## config.mk

```make
export PLATFORM = sky130hd
export DESIGN_NAME = pmoc_device_flat
export DESIGN_NICKNAME = d
export VERILOG_FILES = /design/src/rtl/pmoc_pkg.sv /design/src/rtl/pmoc_link_if.sv /design/src/rtl/pmoc_device.sv /design/src/flat_wrapper.sv
export SDC_FILE = /design/constraint.sdc
export NUM_CORES = 1
export LEC_CHECK = 0
export BUFFER_PORTS_ARGS = -buffer_cell sky130_fd_sc_hd__buf_4
export CORE_MARGIN = 2
export CORE_UTILIZATION = 55
export DETAILED_ROUTE_END_ITERATION = 12
export HOLD_SLACK_MARGIN = 0.06
export PLACE_DENSITY = 0.75
export SLEW_MARGIN = 20
export SYNTH_ARGS = -nofsm -noshare
export SYNTH_HDL_FRONTEND = slang
export SYNTH_SLANG_ARGS = --single-unit
```

## constraint.sdc

```tcl
create_clock -name clock_i -period 4.2 [get_ports clock_i]
set_input_delay 0 -clock clock_i [delete_from_list [all_inputs] [get_ports clock_i]]
set_output_delay 0 -clock clock_i [all_outputs]
set_load 0.02 [all_outputs]
```

## src/rtl/pmoc_pkg.sv

```systemverilog
/*
  Shared constants for the conversion-control command port: command
  codes, field positions, margin codes, host register map and timing.
  Assumes a single 20 MHz clock shared by both ends of the link.
*/
package pmoc_pkg;

  // ----------------------------------------------------------------
  // Command codes and block layout
  // ----------------------------------------------------------------
  localparam logic [7:0] CMD_CONV_CTRL = 8'h01;
  localparam logic [7:0] CMD_ALERT_STAT = 8'h7E;
  localparam logic [7:0] CMD_ALERT_MASK = 8'h7F;
  localparam int BLOCK_BYTES = 4;
  localparam int BYTE_W = 8;
  localparam logic [2:0] CNT_ONE = 3'h1;

  // ----------------------------------------------------------------
  // Conversion-control byte fields
  // ----------------------------------------------------------------
  localparam int ON_OFF_BIT = 7;
  localparam int SOFT_OFF_BIT = 6;
  localparam int MARGIN_HI = 5;
  localparam int MARGIN_LO = 2;
  localparam logic [7:0] CONV_RESET = 8'h00;
  localparam logic [7:0] CONV_WR_MASK = 8'hFE;

  // Margin codes
  localparam logic [3:0] MRG_OFF0 = 4'h0;
  localparam logic [3:0] MRG_OFF1 = 4'h1;
  localparam logic [3:0] MRG_OFF2 = 4'h2;
  localparam logic [3:0] MRG_LOW_IGN = 4'h5;
  localparam logic [3:0] MRG_LOW_ACT = 4'h6;
  localparam logic [3:0] MRG_HIGH_IGN = 4'h9;
  localparam logic [3:0] MRG_HIGH_ACT = 4'hA;

  // Output target selection
  localparam logic [1:0] TGT_NOMINAL = 2'h0;
  localparam logic [1:0] TGT_LOW = 2'h1;
  localparam logic [1:0] TGT_HIGH = 2'h2;

  // ----------------------------------------------------------------
  // Device alert status bits
  // ----------------------------------------------------------------
  localparam int ST_BAD_CMD = 0;
  localparam int ST_BAD_DATA = 1;
  localparam int ST_STOPPED = 2;
  localparam logic [7:0] ALERT_MASK_RESET = 8'h07;

  // ----------------------------------------------------------------
  // Host register map
  // ----------------------------------------------------------------
  localparam logic [7:0] HREG_CMD = 8'h00;
  localparam logic [7:0] HREG_WDATA = 8'h04;
  localparam logic [7:0] HREG_RDATA = 8'h08;
  localparam logic [7:0] HREG_STAT = 8'h0C;
  localparam logic [7:0] HREG_IRQ_STAT = 8'h10;
  localparam logic [7:0] HREG_IRQ_MASK = 8'h14;
  localparam int HCMD_CNT_LO = 8;
  localparam int HCMD_READ_BIT = 11;
  localparam int HIRQ_DONE = 0;
  localparam int HIRQ_NAK = 1;
  localparam int HIRQ_ALERT = 2;
  localparam logic [2:0] HIRQ_MASK_RESET = 3'h0;

  // ----------------------------------------------------------------
  // Timing
  // ----------------------------------------------------------------
  localparam int CLK_PERIOD_NS = 50;
  localparam int TOFF_DELAY_NS = 1000;
  localparam int TOFF_CYC = (TOFF_DELAY_NS + CLK_PERIOD_NS - 1) /
                            CLK_PERIOD_NS;

endpackage : pmoc_pkg

```

## src/rtl/pmoc_link_if.sv

```systemverilog
/*
  Byte-level command link between the host controller and the device.
  Assumes both ends sit on the same clock; every signal is a flop output.
*/
`timescale 1ns/1ps
interface pmoc_link_if (
  input wire logic clock_i,
  input wire logic resetn_i
);
  // Host to device
  logic h_start;
  logic h_read;
  logic h_valid;
  logic h_rdreq;
  logic h_stop;
  logic [7:0] h_byte;
  // Device to host
  logic d_valid;
  logic d_nak;
  logic [7:0] d_byte;
  logic d_alert;

  modport dev_mp (
    input h_start, h_read, h_valid, h_rdreq, h_stop, h_byte,
    output d_valid, d_nak, d_byte, d_alert
  );
  modport host_mp (
    output h_start, h_read, h_valid, h_rdreq, h_stop, h_byte,
    input d_valid, d_nak, d_byte, d_alert
  );
endinterface : pmoc_link_if

```

## src/rtl/pmoc_device.sv

```systemverilog
/*
  Device end: holds the conversion-control byte, answers byte and block
  transactions, drives the conversion sequencer and the alert line.
  Assumes the host keeps the link order start, data, stop; enable pin
  and ramp-done come from outside the clock domain.
*/
`timescale 1ns/1ps
module pmoc_device #(
  parameter int TOFF_CYCLES = pmoc_pkg::TOFF_CYC
) (
  // Clock and reset
  input wire logic clock_i,
  input wire logic resetn_i,
  // Link
  pmoc_link_if.dev_mp link,
  // Enable-source configuration
  input wire logic src_cmd_i,
  input wire logic src_pin_i,
  input wire logic enable_pin_i,
  // Power stage
  input wire logic ramp_done_i,
  output logic convert_o,
  output logic ramp_down_o,
  output logic stage_hiz_o,
  output logic [1:0] target_sel_o,
  output logic fault_ignore_o
);

  // ----------------------------------------------------------------
  // Types and helpers
  // ----------------------------------------------------------------
  typedef enum logic [1:0] {
    PMOC_OFF = 2'h0,
    PMOC_RUN = 2'h1,
    PMOC_DELAY = 2'h3,
    PMOC_RAMP = 2'h2
  } pmoc_seq_e;

  // Margin decode: {valid, target[1:0], ignore faults}
  function automatic logic [3:0] margin_dec(input logic [3:0] code);
    case (code)
      pmoc_pkg::MRG_OFF0, pmoc_pkg::MRG_OFF1, pmoc_pkg::MRG_OFF2:
        margin_dec = {1'b1, pmoc_pkg::TGT_NOMINAL, 1'b0};
      pmoc_pkg::MRG_LOW_IGN: margin_dec = {1'b1, pmoc_pkg::TGT_LOW, 1'b1};
      pmoc_pkg::MRG_LOW_ACT: margin_dec = {1'b1, pmoc_pkg::TGT_LOW, 1'b0};
      pmoc_pkg::MRG_HIGH_IGN: margin_dec = {1'b1, pmoc_pkg::TGT_HIGH, 1'b1};
      pmoc_pkg::MRG_HIGH_ACT: margin_dec = {1'b1, pmoc_pkg::TGT_HIGH, 1'b0};
      default: margin_dec = {1'b0, pmoc_pkg::TGT_NOMINAL, 1'b0};
    endcase
  endfunction : margin_dec

  // ----------------------------------------------------------------
  // Pin synchronisers
  // ----------------------------------------------------------------
  logic en_meta_q, en_sync_q, done_meta_q, done_sync_q;

  // Two flops each; the first stage feeds only the second
  always_ff @(posedge clock_i or negedge resetn_i) begin
    if (!resetn_i) begin
      en_meta_q <= 1'b0;
      en_sync_q <= 1'b0;
      done_meta_q <= 1'b0;
      done_sync_q <= 1'b0;
    end else begin
      en_meta_q <= enable_pin_i;
      en_sync_q <= en_meta_q;
      done_meta_q <= ramp_done_i;
      done_sync_q <= done_meta_q;
    end
  end

  // ----------------------------------------------------------------
  // Transaction capture
  // ----------------------------------------------------------------
  logic [7:0] code_q;
  logic rd_q;
  logic [2:0] cnt_q;
  logic [31:0] data_q;

  // Data bytes land lowest first, each in the next higher lane
  always_ff @(posedge clock_i or negedge resetn_i) begin
    if (!resetn_i) begin
      code_q <= '0;
      rd_q <= 1'b0;
      cnt_q <= '0;
      data_q <= '0;
    end else if (link.h_start) begin
      code_q <= link.h_byte;
      rd_q <= link.h_read;
      cnt_q <= '0;
      data_q <= '0;
    end else if (link.h_valid || link.h_rdreq) begin
      if (link.h_valid && cnt_q < 3'(pmoc_pkg::BLOCK_BYTES)) begin
        data_q[{cnt_q[1:0], 3'b000} +: pmoc_pkg::BYTE_W] <= link.h_byte;
      end
      if (cnt_q != 3'h7) begin
        cnt_q <= cnt_q + 3'h1; // saturates so odd extra bytes still count
      end
    end
  end

  // ----------------------------------------------------------------
  // Write completion and validity
  // ----------------------------------------------------------------
  logic wr_end, is_conv, wr_ok, bad_cmd_wr, bad_data_wr;
  logic [3:0] new_mrg;

  assign wr_end = link.h_stop && !rd_q;
  assign is_conv = (code_q == pmoc_pkg::CMD_CONV_CTRL);
  assign new_mrg = margin_dec(
    data_q[pmoc_pkg::MARGIN_HI:pmoc_pkg::MARGIN_LO]);
  // Only one data byte with a listed margin code is accepted
  assign wr_ok = is_conv && (cnt_q == pmoc_pkg::CNT_ONE) && new_mrg[3];
  assign bad_data_wr = wr_end && is_conv && !wr_ok;
  assign bad_cmd_wr = wr_end && !is_conv &&
    !((code_q == pmoc_pkg::CMD_ALERT_MASK) &&
      (cnt_q == pmoc_pkg::CNT_ONE));

  // ----------------------------------------------------------------
  // Conversion-control and alert mask registers
  // ----------------------------------------------------------------
  logic [7:0] conv_q, mask_q;

  // Volatile; a good write takes effect on the next edge
  always_ff @(posedge clock_i or negedge resetn_i) begin
    if (!resetn_i) begin
      conv_q <= pmoc_pkg::CONV_RESET;
    end else if (wr_end && wr_ok) begin
      conv_q <= data_q[7:0] & pmoc_pkg::CONV_WR_MASK;
    end
  end

  always_ff @(posedge clock_i or negedge resetn_i) begin
    if (!resetn_i) begin
      mask_q <= pmoc_pkg::ALERT_MASK_RESET;
    end else if (wr_end && code_q == pmoc_pkg::CMD_ALERT_MASK &&
                 cnt_q == pmoc_pkg::CNT_ONE) begin
      mask_q <= data_q[7:0];
    end
  end

  // ----------------------------------------------------------------
  // Read answers
  // ----------------------------------------------------------------
  logic rd_hit, rd_stat;
  logic [7:0] stat_q;

  // Only the first data byte of a read exists; later ones are refused
  assign rd_hit = link.h_rdreq && (cnt_q == '0) &&
    (is_conv || code_q == pmoc_pkg::CMD_ALERT_STAT ||
     code_q == pmoc_pkg::CMD_ALERT_MASK);
  assign rd_stat = rd_hit && (code_q == pmoc_pkg::CMD_ALERT_STAT);

  // Answer stands for the one cycle after the request
  always_ff @(posedge clock_i or negedge resetn_i) begin
    if (!resetn_i) begin
      link.d_valid <= 1'b0;
      link.d_nak <= 1'b0;
      link.d_byte <= '0;
    end else begin
      link.d_valid <= rd_hit;
      link.d_nak <= (link.h_rdreq && !rd_hit) || bad_cmd_wr ||
                    bad_data_wr;
      if (!rd_hit) begin
        link.d_byte <= '0;
      end else if (is_conv) begin
        link.d_byte <= conv_q;
      end else if (rd_stat) begin
        link.d_byte <= stat_q;
      end else begin
        link.d_byte <= mask_q;
      end
    end
  end

  // ----------------------------------------------------------------
  // Conversion sequencer
  // ----------------------------------------------------------------
  pmoc_seq_e seq_q, seq_d;
  logic want_on;
  logic [15:0] dly_q;
  logic stop_evt;

  // Each enabled source must agree before conversion may run
  assign want_on = (!src_cmd_i || conv_q[pmoc_pkg::ON_OFF_BIT]) &&
                   (!src_pin_i || en_sync_q);

  always_comb begin
    seq_d = seq_q;
    case (seq_q)
      PMOC_OFF: if (want_on) seq_d = PMOC_RUN;
      PMOC_RUN: begin
        if (!want_on) begin
          seq_d = conv_q[pmoc_pkg::SOFT_OFF_BIT] ? PMOC_DELAY
                                                : PMOC_OFF;
        end
      end
      PMOC_DELAY: if (dly_q == '0) seq_d = PMOC_RAMP;
      PMOC_RAMP: if (done_sync_q) seq_d = PMOC_OFF;
      default: seq_d = PMOC_OFF;
    endcase
  end

  assign stop_evt = (seq_q != PMOC_OFF) && (seq_d == PMOC_OFF);

  always_ff @(posedge clock_i or negedge resetn_i) begin
    if (!resetn_i) begin
      seq_q <= PMOC_OFF;
    end else begin
      seq_q <= seq_d;
    end
  end

  // Delay loaded on entry; a soft stop always runs to the end
  always_ff @(posedge clock_i or negedge resetn_i) begin
    if (!resetn_i) begin
      dly_q <= '0;
    end else if (seq_q == PMOC_RUN) begin
      dly_q <= 16'(TOFF_CYCLES - 1);
    end else if (seq_q == PMOC_DELAY && dly_q != '0) begin
      dly_q <= dly_q - 16'h1;
    end
  end

  // Live margin field decoded once for both outputs
  logic [3:0] cur_mrg;

  assign cur_mrg = margin_dec(
    conv_q[pmoc_pkg::MARGIN_HI:pmoc_pkg::MARGIN_LO]);

  // Outputs follow the next state and the live margin field
  always_ff @(posedge clock_i or negedge resetn_i) begin
    if (!resetn_i) begin
      convert_o <= 1'b0;
      ramp_down_o <= 1'b0;
      stage_hiz_o <= 1'b1;
      target_sel_o <= pmoc_pkg::TGT_NOMINAL;
      fault_ignore_o <= 1'b0;
    end else begin
      convert_o <= (seq_d == PMOC_RUN) || (seq_d == PMOC_DELAY);
      ramp_down_o <= (seq_d == PMOC_RAMP);
      stage_hiz_o <= (seq_d == PMOC_OFF);
      target_sel_o <= cur_mrg[2:1];
      fault_ignore_o <= cur_mrg[0];
    end
  end

  // ----------------------------------------------------------------
  // Alert status: sticky, cleared by reading it, set wins
  // ----------------------------------------------------------------
  logic [7:0] stat_set;

  assign stat_set = {5'h00, stop_evt, bad_data_wr, bad_cmd_wr};

  always_ff @(posedge clock_i or negedge resetn_i) begin
    if (!resetn_i) begin
      stat_q <= '0;
    end else if (rd_stat) begin
      stat_q <= stat_set;
    end else begin
      stat_q <= stat_q | stat_set;
    end
  end

  always_ff @(posedge clock_i or negedge resetn_i) begin
    if (!resetn_i) begin
      link.d_alert <= 1'b0;
    end else begin
      link.d_alert <= |((stat_q | stat_set) & mask_q);
    end
  end

endmodule : pmoc_device

```

## src/flat_wrapper.sv

```systemverilog
// flat-port wrapper written by rule: the top's interface ports become plain ports
module pmoc_device_flat 
#(
  parameter int TOFF_CYCLES = pmoc_pkg::TOFF_CYC
)
  (clock_i, resetn_i, src_cmd_i, src_pin_i, enable_pin_i, ramp_done_i, convert_o, ramp_down_o, stage_hiz_o, target_sel_o, fault_ignore_o, link_h_start, link_h_read, link_h_valid, link_h_rdreq, link_h_stop, link_h_byte, link_d_valid, link_d_nak, link_d_byte, link_d_alert);
  pmoc_link_if link_i (.clock_i(clock_i), .resetn_i(resetn_i));
  input wire logic clock_i;
  input wire logic resetn_i;
  input wire logic src_cmd_i;
  input wire logic src_pin_i;
  input wire logic enable_pin_i;
  input wire logic ramp_done_i;
  output logic convert_o;
  output logic ramp_down_o;
  output logic stage_hiz_o;
  output logic [1:0] target_sel_o;
  output logic fault_ignore_o;
  input wire logic [$bits(link_i.h_start)-1:0] link_h_start;
  input wire logic [$bits(link_i.h_read)-1:0] link_h_read;
  input wire logic [$bits(link_i.h_valid)-1:0] link_h_valid;
  input wire logic [$bits(link_i.h_rdreq)-1:0] link_h_rdreq;
  input wire logic [$bits(link_i.h_stop)-1:0] link_h_stop;
  input wire logic [$bits(link_i.h_byte)-1:0] link_h_byte;
  output wire logic [$bits(link_i.d_valid)-1:0] link_d_valid;
  output wire logic [$bits(link_i.d_nak)-1:0] link_d_nak;
  output wire logic [$bits(link_i.d_byte)-1:0] link_d_byte;
  output wire logic [$bits(link_i.d_alert)-1:0] link_d_alert;
  assign link_i.h_start = link_h_start;
  assign link_i.h_read = link_h_read;
  assign link_i.h_valid = link_h_valid;
  assign link_i.h_rdreq = link_h_rdreq;
  assign link_i.h_stop = link_h_stop;
  assign link_i.h_byte = link_h_byte;
  assign link_d_valid = link_i.d_valid;
  assign link_d_nak = link_i.d_nak;
  assign link_d_byte = link_i.d_byte;
  assign link_d_alert = link_i.d_alert;
  pmoc_device #(.TOFF_CYCLES(TOFF_CYCLES)) u_core (.clock_i(clock_i), .resetn_i(resetn_i), .link(link_i), .src_cmd_i(src_cmd_i), .src_pin_i(src_pin_i), .enable_pin_i(enable_pin_i), .ramp_done_i(ramp_done_i), .convert_o(convert_o), .ramp_down_o(ramp_down_o), .stage_hiz_o(stage_hiz_o), .target_sel_o(target_sel_o), .fault_ignore_o(fault_ignore_o));
endmodule
```

==> run_results.csv, run 1 <==
group,metric,value,unit
status,status,"finished, final reports clean",
detailed_routing,wire_per_inst,15.5,µm
worst_setup_path,ff2ff_path_depth,4,
worst_setup_path,crit_required,4.44,ns
clock_tree,cts-root-buf,"clkbuf_8",
power,clock_power_share,41.7,%
power,leakagePower,1.91,nW
floorplanning,coreArea,0.00596,mm²
detailed_routing,first_iter_violations,108,
worst_hold_path,holdPathEnd,"u_core.stage_hiz_o$_DFF_PN1_",
floorplanning,start_util,57.0,%
global_routing,first_global_vias,2341,
power,p_per_area,369,mW/mm²
timing,rsz0062_at_grt,"false",
worst_setup_path,endpoint_kind,"register",
flow_run,drv_cap,0,
clock_tree,cts_inserted_buffers,9,
global_routing,grt_pass1_wl,10800,µm
clock_tree,cts.htree.levels,3,
logic_synthesis,yosys_warnings,0,
timing,period_minus_slack,2.17,ns
logic_synthesis,seq_area_frac_synth,56.2,%
logic_synthesis,netlist_area,0.00339,mm²
worst_setup_path,startpoint_type,"register",
logic_synthesis,synthTopCellsByCount,"72 x dfrtp_1, 24 x mux2_2, 19 x nand2_1",
power,switchingPower,0.373,mW
worst_setup_path,crit_path_cell_trace,"nand4b_1 -> or2_2 -> nor3_2 -> mux2_2",
place,dp_hpwl,4550,µm
floorplanning,rows,28,
logic_synthesis,synth_nets,308,
power,pwr-share-seq,50.5,%
worst_hold_path,hold_class,"input port to register",
floorplanning,die-area,0.00682,mm²
worst_setup_path,r2r_end,"u_core.mask_q[3]$_DFFE_PN0P_",
detailed_routing,dr.pass1.iters,4,
logic_synthesis,avgSynthCellArea,12.0,µm²
clock_tree,clk_pin_slew_worst_paths,0.09,ns
timing,hold_viol,0,
layout,layout-drive-gt1-share,24.3,%
timing,relSlewSlack,37.3,%
worst_setup_path,crit_arrival,2.41,ns
power,intPower,1.16,mW
timing,worst_pin_slew,0.940,ns
worst_setup_path,max_stage_delay,0.60,ns
floorplanning,die_h,82.6,µm
clock_tree,cts_buffer_depth,2,
timing,finClkSkew,0.0110,ns
logic_synthesis,syn_inst,283,
clock_tree,cts_sinks,76,
layout,synthToLayoutAreaGrowth,21.9,%
timing,fmax,460,MHz
worst_setup_path,crit_type,"register to register",
timing,finalSetupTns,0,ns
power,combPwrFrac,7.8,%
logic_synthesis,synth.top_cell.area_share,53.1,%
layout,finalNetCount,366,
detailed_routing,drc,0,
detailed_routing,wl,6540,µm
timing,drv_slew,0,
timing,setup_viol_count_final,0,
floorplanning,io_pins,36,
logic_synthesis,synthArstFlopShare,100,%
place,portBuffers,35,
logic_synthesis,synth.most_common_cell,"dfrtp_1",
worst_setup_path,crit_path_max_fanout,8,
global_routing,grt_use_total,21.4,%
logic_synthesis,synth_cell_type_count,47,
power,switching_share,24.4,%
global_routing,grt_max_degree,77,
worst_setup_path,crit_path_top_delay_cell,"nor3_2",
logic_synthesis,synth_top_area_cell,"dfrtp_1",
timing,fin_crit_sh,51.7,%
worst_setup_path,reg2reg_from,"u_core.code_q[7]$_DFFE_PN0P_",
clock_tree,cts_setup_buffers,0,
layout,n_antenna_cell,0,
floorplanning,die_x,82.6,µm
logic_synthesis,synthFlopType,"dfrtp_1",
worst_hold_path,min_from,"src_cmd_i",
logic_synthesis,yosys-top-cells-area,"dfrtp_1 53%, mux2_2 8.0%, mux2i_1 3.5%",
clock_tree,clock_latency,0.35,ns
place,place_congestion,0.806,
clock_tree,cts_tree,"yes",
detailed_routing,ant_nets,0,
logic_synthesis,synth_edf_count,0,
global_routing,grt_overflow,0,
global_routing,antenna_found_initial,0,
logic_synthesis,synth-seq-cells,76,
detailed_routing,viasPerCell,5.65,
worst_hold_path,hold_path_depth,4,
detailed_routing,vias,2377,
power,finalPower,1.53,mW
worst_setup_path,regToRegSetupSlack,2.03,ns
layout,fillers,452,
power,vdd_drop_max,247,µV
[how the worst max path moves through the flow]
stage | cells past startpoint | from | slack, ns | end
2_1_floorplan | 5 | u_core.dly_q[9]$_DFFE_PN0P_ | 2.23 | u_core.dly_q[15]$_DFFE_PN0P_
3_3_place_gp | 4 | u_core.code_q[7]$_DFFE_PN0P_ | 2.02 | u_core.mask_q[6]$_DFFE_PN0P_
3_5_place_dp | 4 | u_core.code_q[7]$_DFFE_PN0P_ | 2.03 | u_core.mask_q[3]$_DFFE_PN0P_
4_1_cts | 4 | u_core.code_q[7]$_DFFE_PN0P_ | 2.00 | u_core.mask_q[7]$_DFFE_PN0P_
5_1_grt | 4 | u_core.code_q[7]$_DFFE_PN0P_ | 1.89 | u_core.mask_q[7]$_DFFE_PN0P_
6_report | 4 | u_core.code_q[7]$_DFFE_PN0P_ | 2.03 | u_core.mask_q[3]$_DFFE_PN0P_
[per-stage QoR]
step / utilization, % / std cells / hold slack [ns] / setup WS, ns / instance area [µm²]
after floorplan: - / 283 / -0.296 / 2.23 / 3390
after global placement: 62.6 / 387 / 0.110 / 2.02 / 3730
after detailed placement: 62.6 / 387 / 0.111 / 2.03 / 3730
after CTS: 69.5 / 421 / 0.130 / 2.00 / 4140
after global routing: 69.5 / 421 / 0.178 / 1.89 / 4140
final: 69.5 / 421 / 0.137 / 2.03 / 4140
[critical path: cells and delay by family (launching register included)]
kind | cells | cell delay [ns]
multiplexers | 1 | 0.41
AND/OR/NAND/NOR | 3 | 1.25
flip-flops | 1 | 0.39
[layout make-up]
| cell class | instances | area, µm² | area share [%] |
|---|---|---|---|
| Clock inverter | 7 | 105 | 2.54 |
| Tap cell | 75 | 93.8 | 2.27 |
| Multi-Input combinational cell | 192 | 1430 | 34.6 |
| Clock buffer | 9 | 124 | 2.99 |
| Inverter | 9 | 33.8 | 0.817 |
| Sequential cell | 76 | 1910 | 46.1 |
| Timing Repair Buffer | 53 | 443 | 10.7 |
[registers in the layout, summed over array words and instances (netlist names), 2 cells and up]
name / count
u_core.code_q: 8
u_core.target_sel_o: 2
u_core.stat_q: 3
u_core.link.d_byte: 8
u_core.data_q: 8
u_core.conv_q: 7
u_core.mask_q: 8
u_core.cnt_q: 3
u_core.dly_q: 16
[kinds of logic after synthesis]
logic type | synth area share [%]
and+or+nand+nor | 16.3
adders and majority gates | 2.21
AOI/OAI and AO/OA | 11.4
muxes | 11.5
buffers and inverters | 1.70
DFF | 56.2
xor gates and xnor gates | 0.774
[metal layers]
layer	vias up	track usage, %	part of all wire, %
met5	-	0	0
met2	40	35.5	50
li1	1161	-	-
met3	8	4.89	3.0
met4	0	7.87	1.4
met1	1168	27.5	45
[power groups by stage]
| stage | Combinational (mW) | Clock [mW] | Sequential, mW |
|---|---|---|---|
| after floorplan | 0.0605 | 0 | 0.783 |
| after global placement | 0.103 | 0 | 0.786 |
| after detailed placement | 0.106 | 0 | 0.787 |
| after CTS | 0.121 | 0.649 | 0.772 |
| after global routing | 0.135 | 0.682 | 0.776 |
| final | 0.119 | 0.637 | 0.772 |
[cells in the final DEF (no fill, tap or decap), types with 3 or more instances in the layout]
cell	synthesis	final
a31oi_1	4	4
a22o_1	12	12
a21oi_1	5	5
mux2_2	24	24
nand4_1	3	3
xnor2_1	3	3
nor3b_1	4	4
clkbuf_8	0	9
nand3b_1	5	5
buf_4	0	35
inv_6	0	3
nor2_1	14	14
nand2b_1	7	7
nand3_1	3	3
dfstp_2	4	4
nor4b_1	5	5
ha_1	6	6
or3_1	3	3
a211oi_1	3	3
a21o_1	4	4
and2_1	6	6
dfrtp_1	72	72
dlygate4sd3_1	0	18
nor3_1	7	7
nand2_1	19	19
inv_1	9	9
o31ai_1	3	3
o21ai_0	5	5
nor2b_1	4	4
mux2i_1	12	12
nor4_1	6	6
[repair_timing]
action | 4_1_cts | 5_1_grt
hold endpoints to repair | 96 | 0
resized for setup | 0 | 0
hold buffers | 18 | 0
No activity file was read; power rests on OpenSTA's default activity.
==> run 2: changes to the inputs <==
Settings changed: ABC_AREA set to 1.
Clock period 4.2 ns to 2.08 ns, I/O delays scaled along.
==> run 2 against run 1 <==
Cell area increased by 7.4%. Routed wire length increased by 20%. Highest routed layer unchanged. Sequential cell count unchanged. Synthesized area increased by 8.0%. Global-route usage increased by 2.2 points. Worst setup slack got worse by 1.7 ns. Critical path depth increased by 4. Register-to-register slack got worse by 1.7 ns.
==> run_results.csv, run 2 <==
group,metric,value,unit
detailed_routing,viasPerCell,5.27,
layout,largest_reg_flops,16,
power,switching_share,26.1,%
global_routing,grt_max_degree,77,
power,clock_power_share,34.2,%
global_routing,first_global_vias,2981,
detailed_routing,wire_per_inst,13.4,µm
power,vdd_drop_max,539,µV
logic_synthesis,synth_cell_type_count,33,
floorplanning,rows,29,
floorplanning,start_util,57.4,%
logic_synthesis,netlist_area,0.00366,mm²
logic_synthesis,synth.most_common_cell,"nand2_1",
logic_synthesis,synthMuxAreaShare,0,%
layout,synthToLayoutAreaGrowth,21.2,%
layout,final_common_cell,"nand2_1",
worst_setup_path,crit_path_max_fanout,10,
floorplanning,die-area,0.00733,mm²
clock_tree,clk_pin_slew_worst_paths,0.07,ns
timing,finalSetupTns,0,ns
logic_synthesis,synthFlopType,"dfrtp_1",
clock_tree,cts_resized,0,
detailed_routing,wl_met1,3550,µm
timing,hold_viol,0,
timing,period_minus_slack,1.78,ns
logic_synthesis,avgSynthCellArea,8.39,µm²
worst_setup_path,crit_required,2.32,ns
global_routing,grt_use_total,23.5,%
logic_synthesis,yosys_warnings,0,
worst_setup_path,ff2ff_path_depth,8,
place,place_congestion,0.854,
logic_synthesis,synth_top_family_by_area,"simple AND/OR/NAND/NOR gates",
detailed_routing,first_iter_violations,203,
status,status,"finished, final reports clean",
logic_synthesis,synthTopCellsByCount,"106 x nand2_1, 72 x dfrtp_1, 64 x inv_1",
detailed_routing,wl,7870,µm
timing,setup_viol_count_final,0,
worst_setup_path,crit_arrival,2.02,ns
detailed_routing,drc,0,
clock_tree,cts_inserted_buffers,9,
floorplanning,die_x,85.6,µm
layout,finalNetCount,532,
clock_tree,cts_tree,"yes",
global_routing,grt_pass1_wl,13500,µm
floorplanning,die_h,85.6,µm
timing,fin_crit_sh,85.7,%
timing,relSlewSlack,38.7,%
worst_hold_path,hold_class,"input port to register",
logic_synthesis,seq_area_frac_synth,52.0,%
worst_setup_path,endpoint_kind,"register",
power,intPower,2.12,mW
clock_tree,cts_buffer_depth,2,
detailed_routing,dr.pass1.iters,5,
timing,worst_pin_slew,0.919,ns
timing,rsz0062_at_grt,"false",
logic_synthesis,synth-seq-cells,76,
clock_tree,cts_sinks,76,
logic_synthesis,synth-compound-area-share,11.4,%
layout,n_antenna_cell,0,
logic_synthesis,synth_simple_gate_area_share,25.2,%
flow_run,drv_cap,0,
power,combPwrFrac,11.8,%
clock_tree,cts-root-buf,"clkbuf_8",
timing,finClkSkew,0.00880,ns
power,pwr-share-seq,54.0,%
layout,fillers,486,
layout,largest_register,"u_core.dly_q",
power,p_per_area,646,mW/mm²
clock_tree,cts.htree.levels,3,
detailed_routing,top_layer,"met4",
place,dp_hpwl,5220,µm
logic_synthesis,syn_inst,437,
worst_setup_path,startpoint_type,"register",
global_routing,grt_overflow,0,
logic_synthesis,post_synth_fa_ha_maj_area_fraction,2.05,%
logic_synthesis,synthArstFlopShare,100,%
logic_synthesis,yosys-top-cells-area,"dfrtp_1 49%, nand2_1 11%, inv_1 6.6%",
clock_tree,clock_latency,0.35,ns
power,leakagePower,2.20,nW
logic_synthesis,synth_top_area_cell,"dfrtp_1",
timing,drv_slew,0,
detailed_routing,vias,3103,
clock_tree,hold_buffers,29,
logic_synthesis,yosys.area_share.xor_xnor,0.956,%
global_routing,antenna_found_initial,0,
place,portBuffers,35,
worst_setup_path,crit_type,"register to register",
detailed_routing,route.met3.wl,431,µm
layout,mostFrequentLayoutCells,"106 x nand2_1, 72 x dfrtp_1, 64 x inv_1, 38 x nor2_1, 36 x buf_4",
place,pre_cts_slack,0.319,ns
detailed_routing,ant_nets,0,
worst_hold_path,hold_path_depth,4,
detailed_routing,dr_wl_met2,3750,µm
timing,fmax,561,MHz
clock_tree,cts_setup_buffers,0,
layout,layout-drive-gt1-share,16.8,%
logic_synthesis,synth.top_cell.area_share,49.2,%
logic_synthesis,synth_nets,462,
logic_synthesis,synth_edf_count,0,
floorplanning,coreArea,0.00639,mm²
timing,worst_slack,0.297,ns
floorplanning,io_pins,36,
power,switchingPower,0.749,mW
[run 2: cell types whose count changed in the layout (fill, tap and decap cells not counted), moves of 24 or more]
| cell | before | now |
|---|---|---|
| nor2_1 | 14 | 38 |
| nand2_1 | 19 | 106 |
| nand3_1 | 3 | 30 |
| inv_1 | 9 | 64 |
| mux2_2 | 24 | 0 |
| o21ai_0 | 5 | 35 |
[run 2: power groups by stage]
stage	logic (mW)	clock network, mW	registers [mW]
after floorplan	0.158	0	1.58
final	0.337	0.982	1.55
after detailed placement	0.280	0	1.58
after global routing	0.376	1.06	1.55
after CTS	0.331	0.998	1.55
after global placement	0.273	0	1.58
[run 2: critical path, stage by stage, from the launching register on]
cell and delay (ns):
dfrtp_1 0.41, inv_1 0.12, ha_1 0.18, nand3_1 0.14
nand3b_1 0.41, inv_1 0.23, nand2_1 0.06, o21ai_0 0.07
nor2_1 0.05
[run 2: worst paths after layout]
kind / slack, ns / startpoint / endpoint
max: 0.30 / u_core.cnt_q[0]$_DFFE_PN0P_ / u_core.link.d_byte[0]$_DFF_PN0_
min: 0.08 / link_h_start / u_core.data_q[0]$_DFFE_PN0P_
max reg2reg: 0.30 / u_core.cnt_q[0]$_DFFE_PN0P_ / u_core.link.d_byte[0]$_DFF_PN0_
min reg2reg: 0.35 / u_core.en_meta_q$_DFF_PN0_ / u_core.en_sync_q$_DFF_PN0_
max in group asynchronous: 1.16 / resetn_i / u_core.dly_q[6]$_DFFE_PN0P_
min in group asynchronous: 0.33 / resetn_i / u_core.stat_q[0]$_DFF_PN0_
[run 2: layout make-up]
type                    instances  area [µm²]  area share, %
well taps                      77        96.3           2.17
repair buffers                 65         561           12.6
clock buffers                  14         153           3.44
inverters                      70         263           5.92
flip-flops and latches         76        1910           42.9
clock inverters                 2        12.5          0.282
multi-input cells             285        1450           32.6
[run 2: metrics by stage]
| step | hold slack, ns | std cells | cell area [µm²] | utilization (%) | total power, mW |
|---|---|---|---|---|---|
| 2_1_floorplan | -0.296 | 437 | 3660 | - | 1.74 |
| 3_3_place_gp | 0.110 | 544 | 3990 | 62.4 | 1.85 |
| 3_5_place_dp | 0.111 | 544 | 3990 | 62.4 | 1.86 |
| 4_1_cts | 0.0612 | 589 | 4440 | 69.6 | 2.88 |
| 5_1_grt | 0.0899 | 589 | 4440 | 69.6 | 2.99 |
| 6_report | 0.0797 | 589 | 4440 | 69.6 | 2.87 |
[run 2: routing by layer]
layer / track usage [%] / vias to the layer above
met2: 38.1 / 102
li1: - / 1526
met1: 30.9 / 1463
met3: 6.26 / 12
met5: 0 / -
met4: 8.08 / 0
[run 2: kinds of logic after synthesis]
family,Yosys count
xor gates and xnor gates,4
DFF,76
buffers and inverters,76
and+or+nand+nor,204
AOI/OAI and AO/OA,71
adders and majority gates,6
==> run 3: changes to the inputs <==
Settings changed: REMOVE_ABC_BUFFERS set to 1.
Clock period 2.08 ns to 1.84 ns, I/O delays scaled along.
==> run 3 against run 2 <==
Non-clock buffer count is 4 higher. Largest power group unchanged. Register-to-register slack worse by 0.17 ns. Combinational power is 17% higher. Largest cell class unchanged. Via count is 1.1% lower. Critical path type is now input port to register. Clock-buffer cell count is 3 lower. Cell area is 1.7% higher. Global-route usage is 0.56 points higher. Sequential power is 13% higher. Worst setup slack worse by 0.17 ns.
==> run_results.csv, run 3 (synthesis results as in run 2) <==
group,metric,value,unit
clock_tree,cts-root-buf,"clkbuf_8",
worst_setup_path,crit_path_max_fanout,2,
detailed_routing,viasPerCell,5.18,
detailed_routing,wire_per_inst,13.7,µm
layout,finalNetCount,536,
layout,layout-drive-gt1-share,18.2,%
place,pre_cts_slack,0.0678,ns
timing,worst_slack,0.127,ns
worst_setup_path,crit_arrival,1.95,ns
detailed_routing,vias,3070,
timing,relSlewSlack,64.1,%
power,vdd_drop_max,474,µV
timing,worst_pin_slew,0.533,ns
global_routing,grt_overflow,0,
timing,period_minus_slack,1.71,ns
timing,setup_viol_count_final,0,
floorplanning,coreArea,0.00639,mm²
worst_setup_path,max_stage_delay,0.56,ns
layout,mostFrequentLayoutCells,"106 x nand2_1, 72 x dfrtp_1, 62 x inv_1, 38 x nor2_1, 37 x buf_4",
global_routing,first_global_vias,3120,
worst_setup_path,worstSetupStartpoint,"link_h_byte[4]",
clock_tree,clock_latency,0.35,ns
timing,finClkSkew,0.00716,ns
flow_run,drv_cap,0,
clock_tree,cts_sinks,76,
status,status,"finished, final reports clean",
worst_setup_path,endpoint_kind,"register",
clock_tree,cts.htree.levels,3,
worst_setup_path,cp_num_buf_inv,4,
layout,n_antenna_cell,0,
layout,synthToLayoutAreaGrowth,23.2,%
global_routing,antenna_found_initial,0,
worst_setup_path,crit_path_top_delay_cell,"dlygate4sd3_1",
detailed_routing,wl,8130,µm
clock_tree,cts_buffer_depth,2,
detailed_routing,ant_nets,0,
power,finalPower,3.37,mW
floorplanning,start_util,57.4,%
global_routing,grt_pass1_wl,13700,µm
place,place_congestion,0.853,
worst_setup_path,crit_path_frequent_cell,"dlygate4sd3_1",
worst_setup_path,crit_type,"input port to register",
layout,fillers,495,
place,dp_hpwl,5420,µm
worst_setup_path,reg2reg_from,"u_core.cnt_q[0]$_DFFE_PN0P_",
worst_setup_path,crit_family,"buffers and inverters",
place,portBuffers,35,
timing,rsz0062_at_grt,"false",
worst_setup_path,crit_required,2.07,ns
layout,largest_register,"u_core.dly_q",
floorplanning,die_x,85.6,µm
detailed_routing,first_iter_violations,172,
clock_tree,cts_tree,"yes",
timing,drv_slew,0,
clock_tree,clk_pin_slew_worst_paths,0.07,ns
layout,final_common_cell,"nand2_1",
worst_setup_path,startpoint_type,"input port",
power,leakagePower,2.23,nW
power,p_per_area,746,mW/mm²
timing,hold_viol,0,
detailed_routing,drc,0,
timing,fin_crit_sh,93.1,%
timing,finalSetupTns,0,ns
floorplanning,io_pins,36,
worst_hold_path,hold_class,"input port to register",
detailed_routing,dr.pass1.iters,5,
layout,largest_reg_flops,16,
global_routing,grt_use_total,24.1,%
floorplanning,die_h,85.6,µm
floorplanning,rows,29,
global_routing,grt_max_degree,45,
worst_setup_path,crit_path_cell_trace,"dlygate4sd3_1 -> buf_4 -> nand2_1 -> dlygate4sd3_1 -> o21ai_0 -> dlygate4sd3_1",
clock_tree,cts_inserted_buffers,9,
floorplanning,die-area,0.00733,mm²
timing,fmax,584,MHz
worst_hold_path,min_from,"link_h_stop",
-- run 3: cell count changes in the layout (fill, tap and decap cells not counted), moves of 2 or more --
cell	change
inv_1	-2
inv_2	+2
dlygate4sd3_1	+2
clkbuf_1	-2
clkinv_2	+2
-- run 3: path summary, 6_finish.rpt --
path / to / slack (ns) / depth (start not counted)
worst min register to register: u_core.done_sync_q$_DFF_PN0_ / 0.35 / 0
worst min-delay path: u_core.mask_q[0]$_DFFE_PN1P_ / 0.09 / 5
max in group asynchronous: u_core.stage_hiz_o$_DFF_PN1_ / 1.07 / 3
worst max-delay path: u_core.code_q[4]$_DFFE_PN0P_ / 0.13 / 6
min in group asynchronous: u_core.target_sel_o[1]$_DFF_PN0_ / 0.15 / 2
worst max register to register: u_core.data_q[4]$_DFFE_PN0P_ / 0.13 / 6
-- run 3: per-stage QoR --
step	std cells	area, µm²	util [%]	hold WS (ns)
final	593	4520	70.7	0.0875
after global routing	593	4520	70.7	0.157
after CTS	592	4500	70.5	0.0747
after detailed placement	545	4010	62.7	-0.0243
after global placement	545	4010	62.7	-0.0265
after floorplan	431	3620	-	-0.296
-- run 3: metal layers --
metal  vias to the layer above  GRT usage [%]  routed length [µm]
li1                       1542              -                   -
met1                      1418           29.3                3500
met2                        91           40.8                4060
met3                        19           3.95                 363
met4                         0           13.4                 208
met5                         -              0                   0
-- run 3: report_power, final --
group | switching, mW | internal [mW] | total (mW)
sequential | 0.0351 | 1.72 | 1.75
clock | 0.599 | 0.623 | 1.22
combinational | 0.235 | 0.158 | 0.394
total | 0.870 | 2.50 | 3.37
-- run 3: layout make-up --
| cell class | instances | area, µm² | share of cell area (%) |
|---|---|---|---|
| timing repair buffer | 69 | 608 | 13.5 |
| inverter | 70 | 263 | 5.82 |
| tap | 77 | 96.3 | 2.13 |
| clock inverter | 5 | 53.8 | 1.19 |
| sequential | 76 | 1910 | 42.2 |
| multi-input combinational | 285 | 1460 | 32.3 |
| clock buffer | 11 | 131 | 2.91 |
-- run 3: worst register-to-register path: cells and delay by family (launching register included) --
kind	cells	cell delay (ns)
AOI/OAI and AO/OA	1	0.20
adders and majority gates	1	0.31
buffers and inverters	2	0.20
DFF	1	0.40
and+or+nand+nor	2	0.52
-- run 3: repair_timing --
action	in CTS	in global routing
gates resized for setup	0	4
hold buffers	31	0
setup buffers	0	1
endpoints found under the hold margin	98	0
endpoints found under the setup margin	0	11
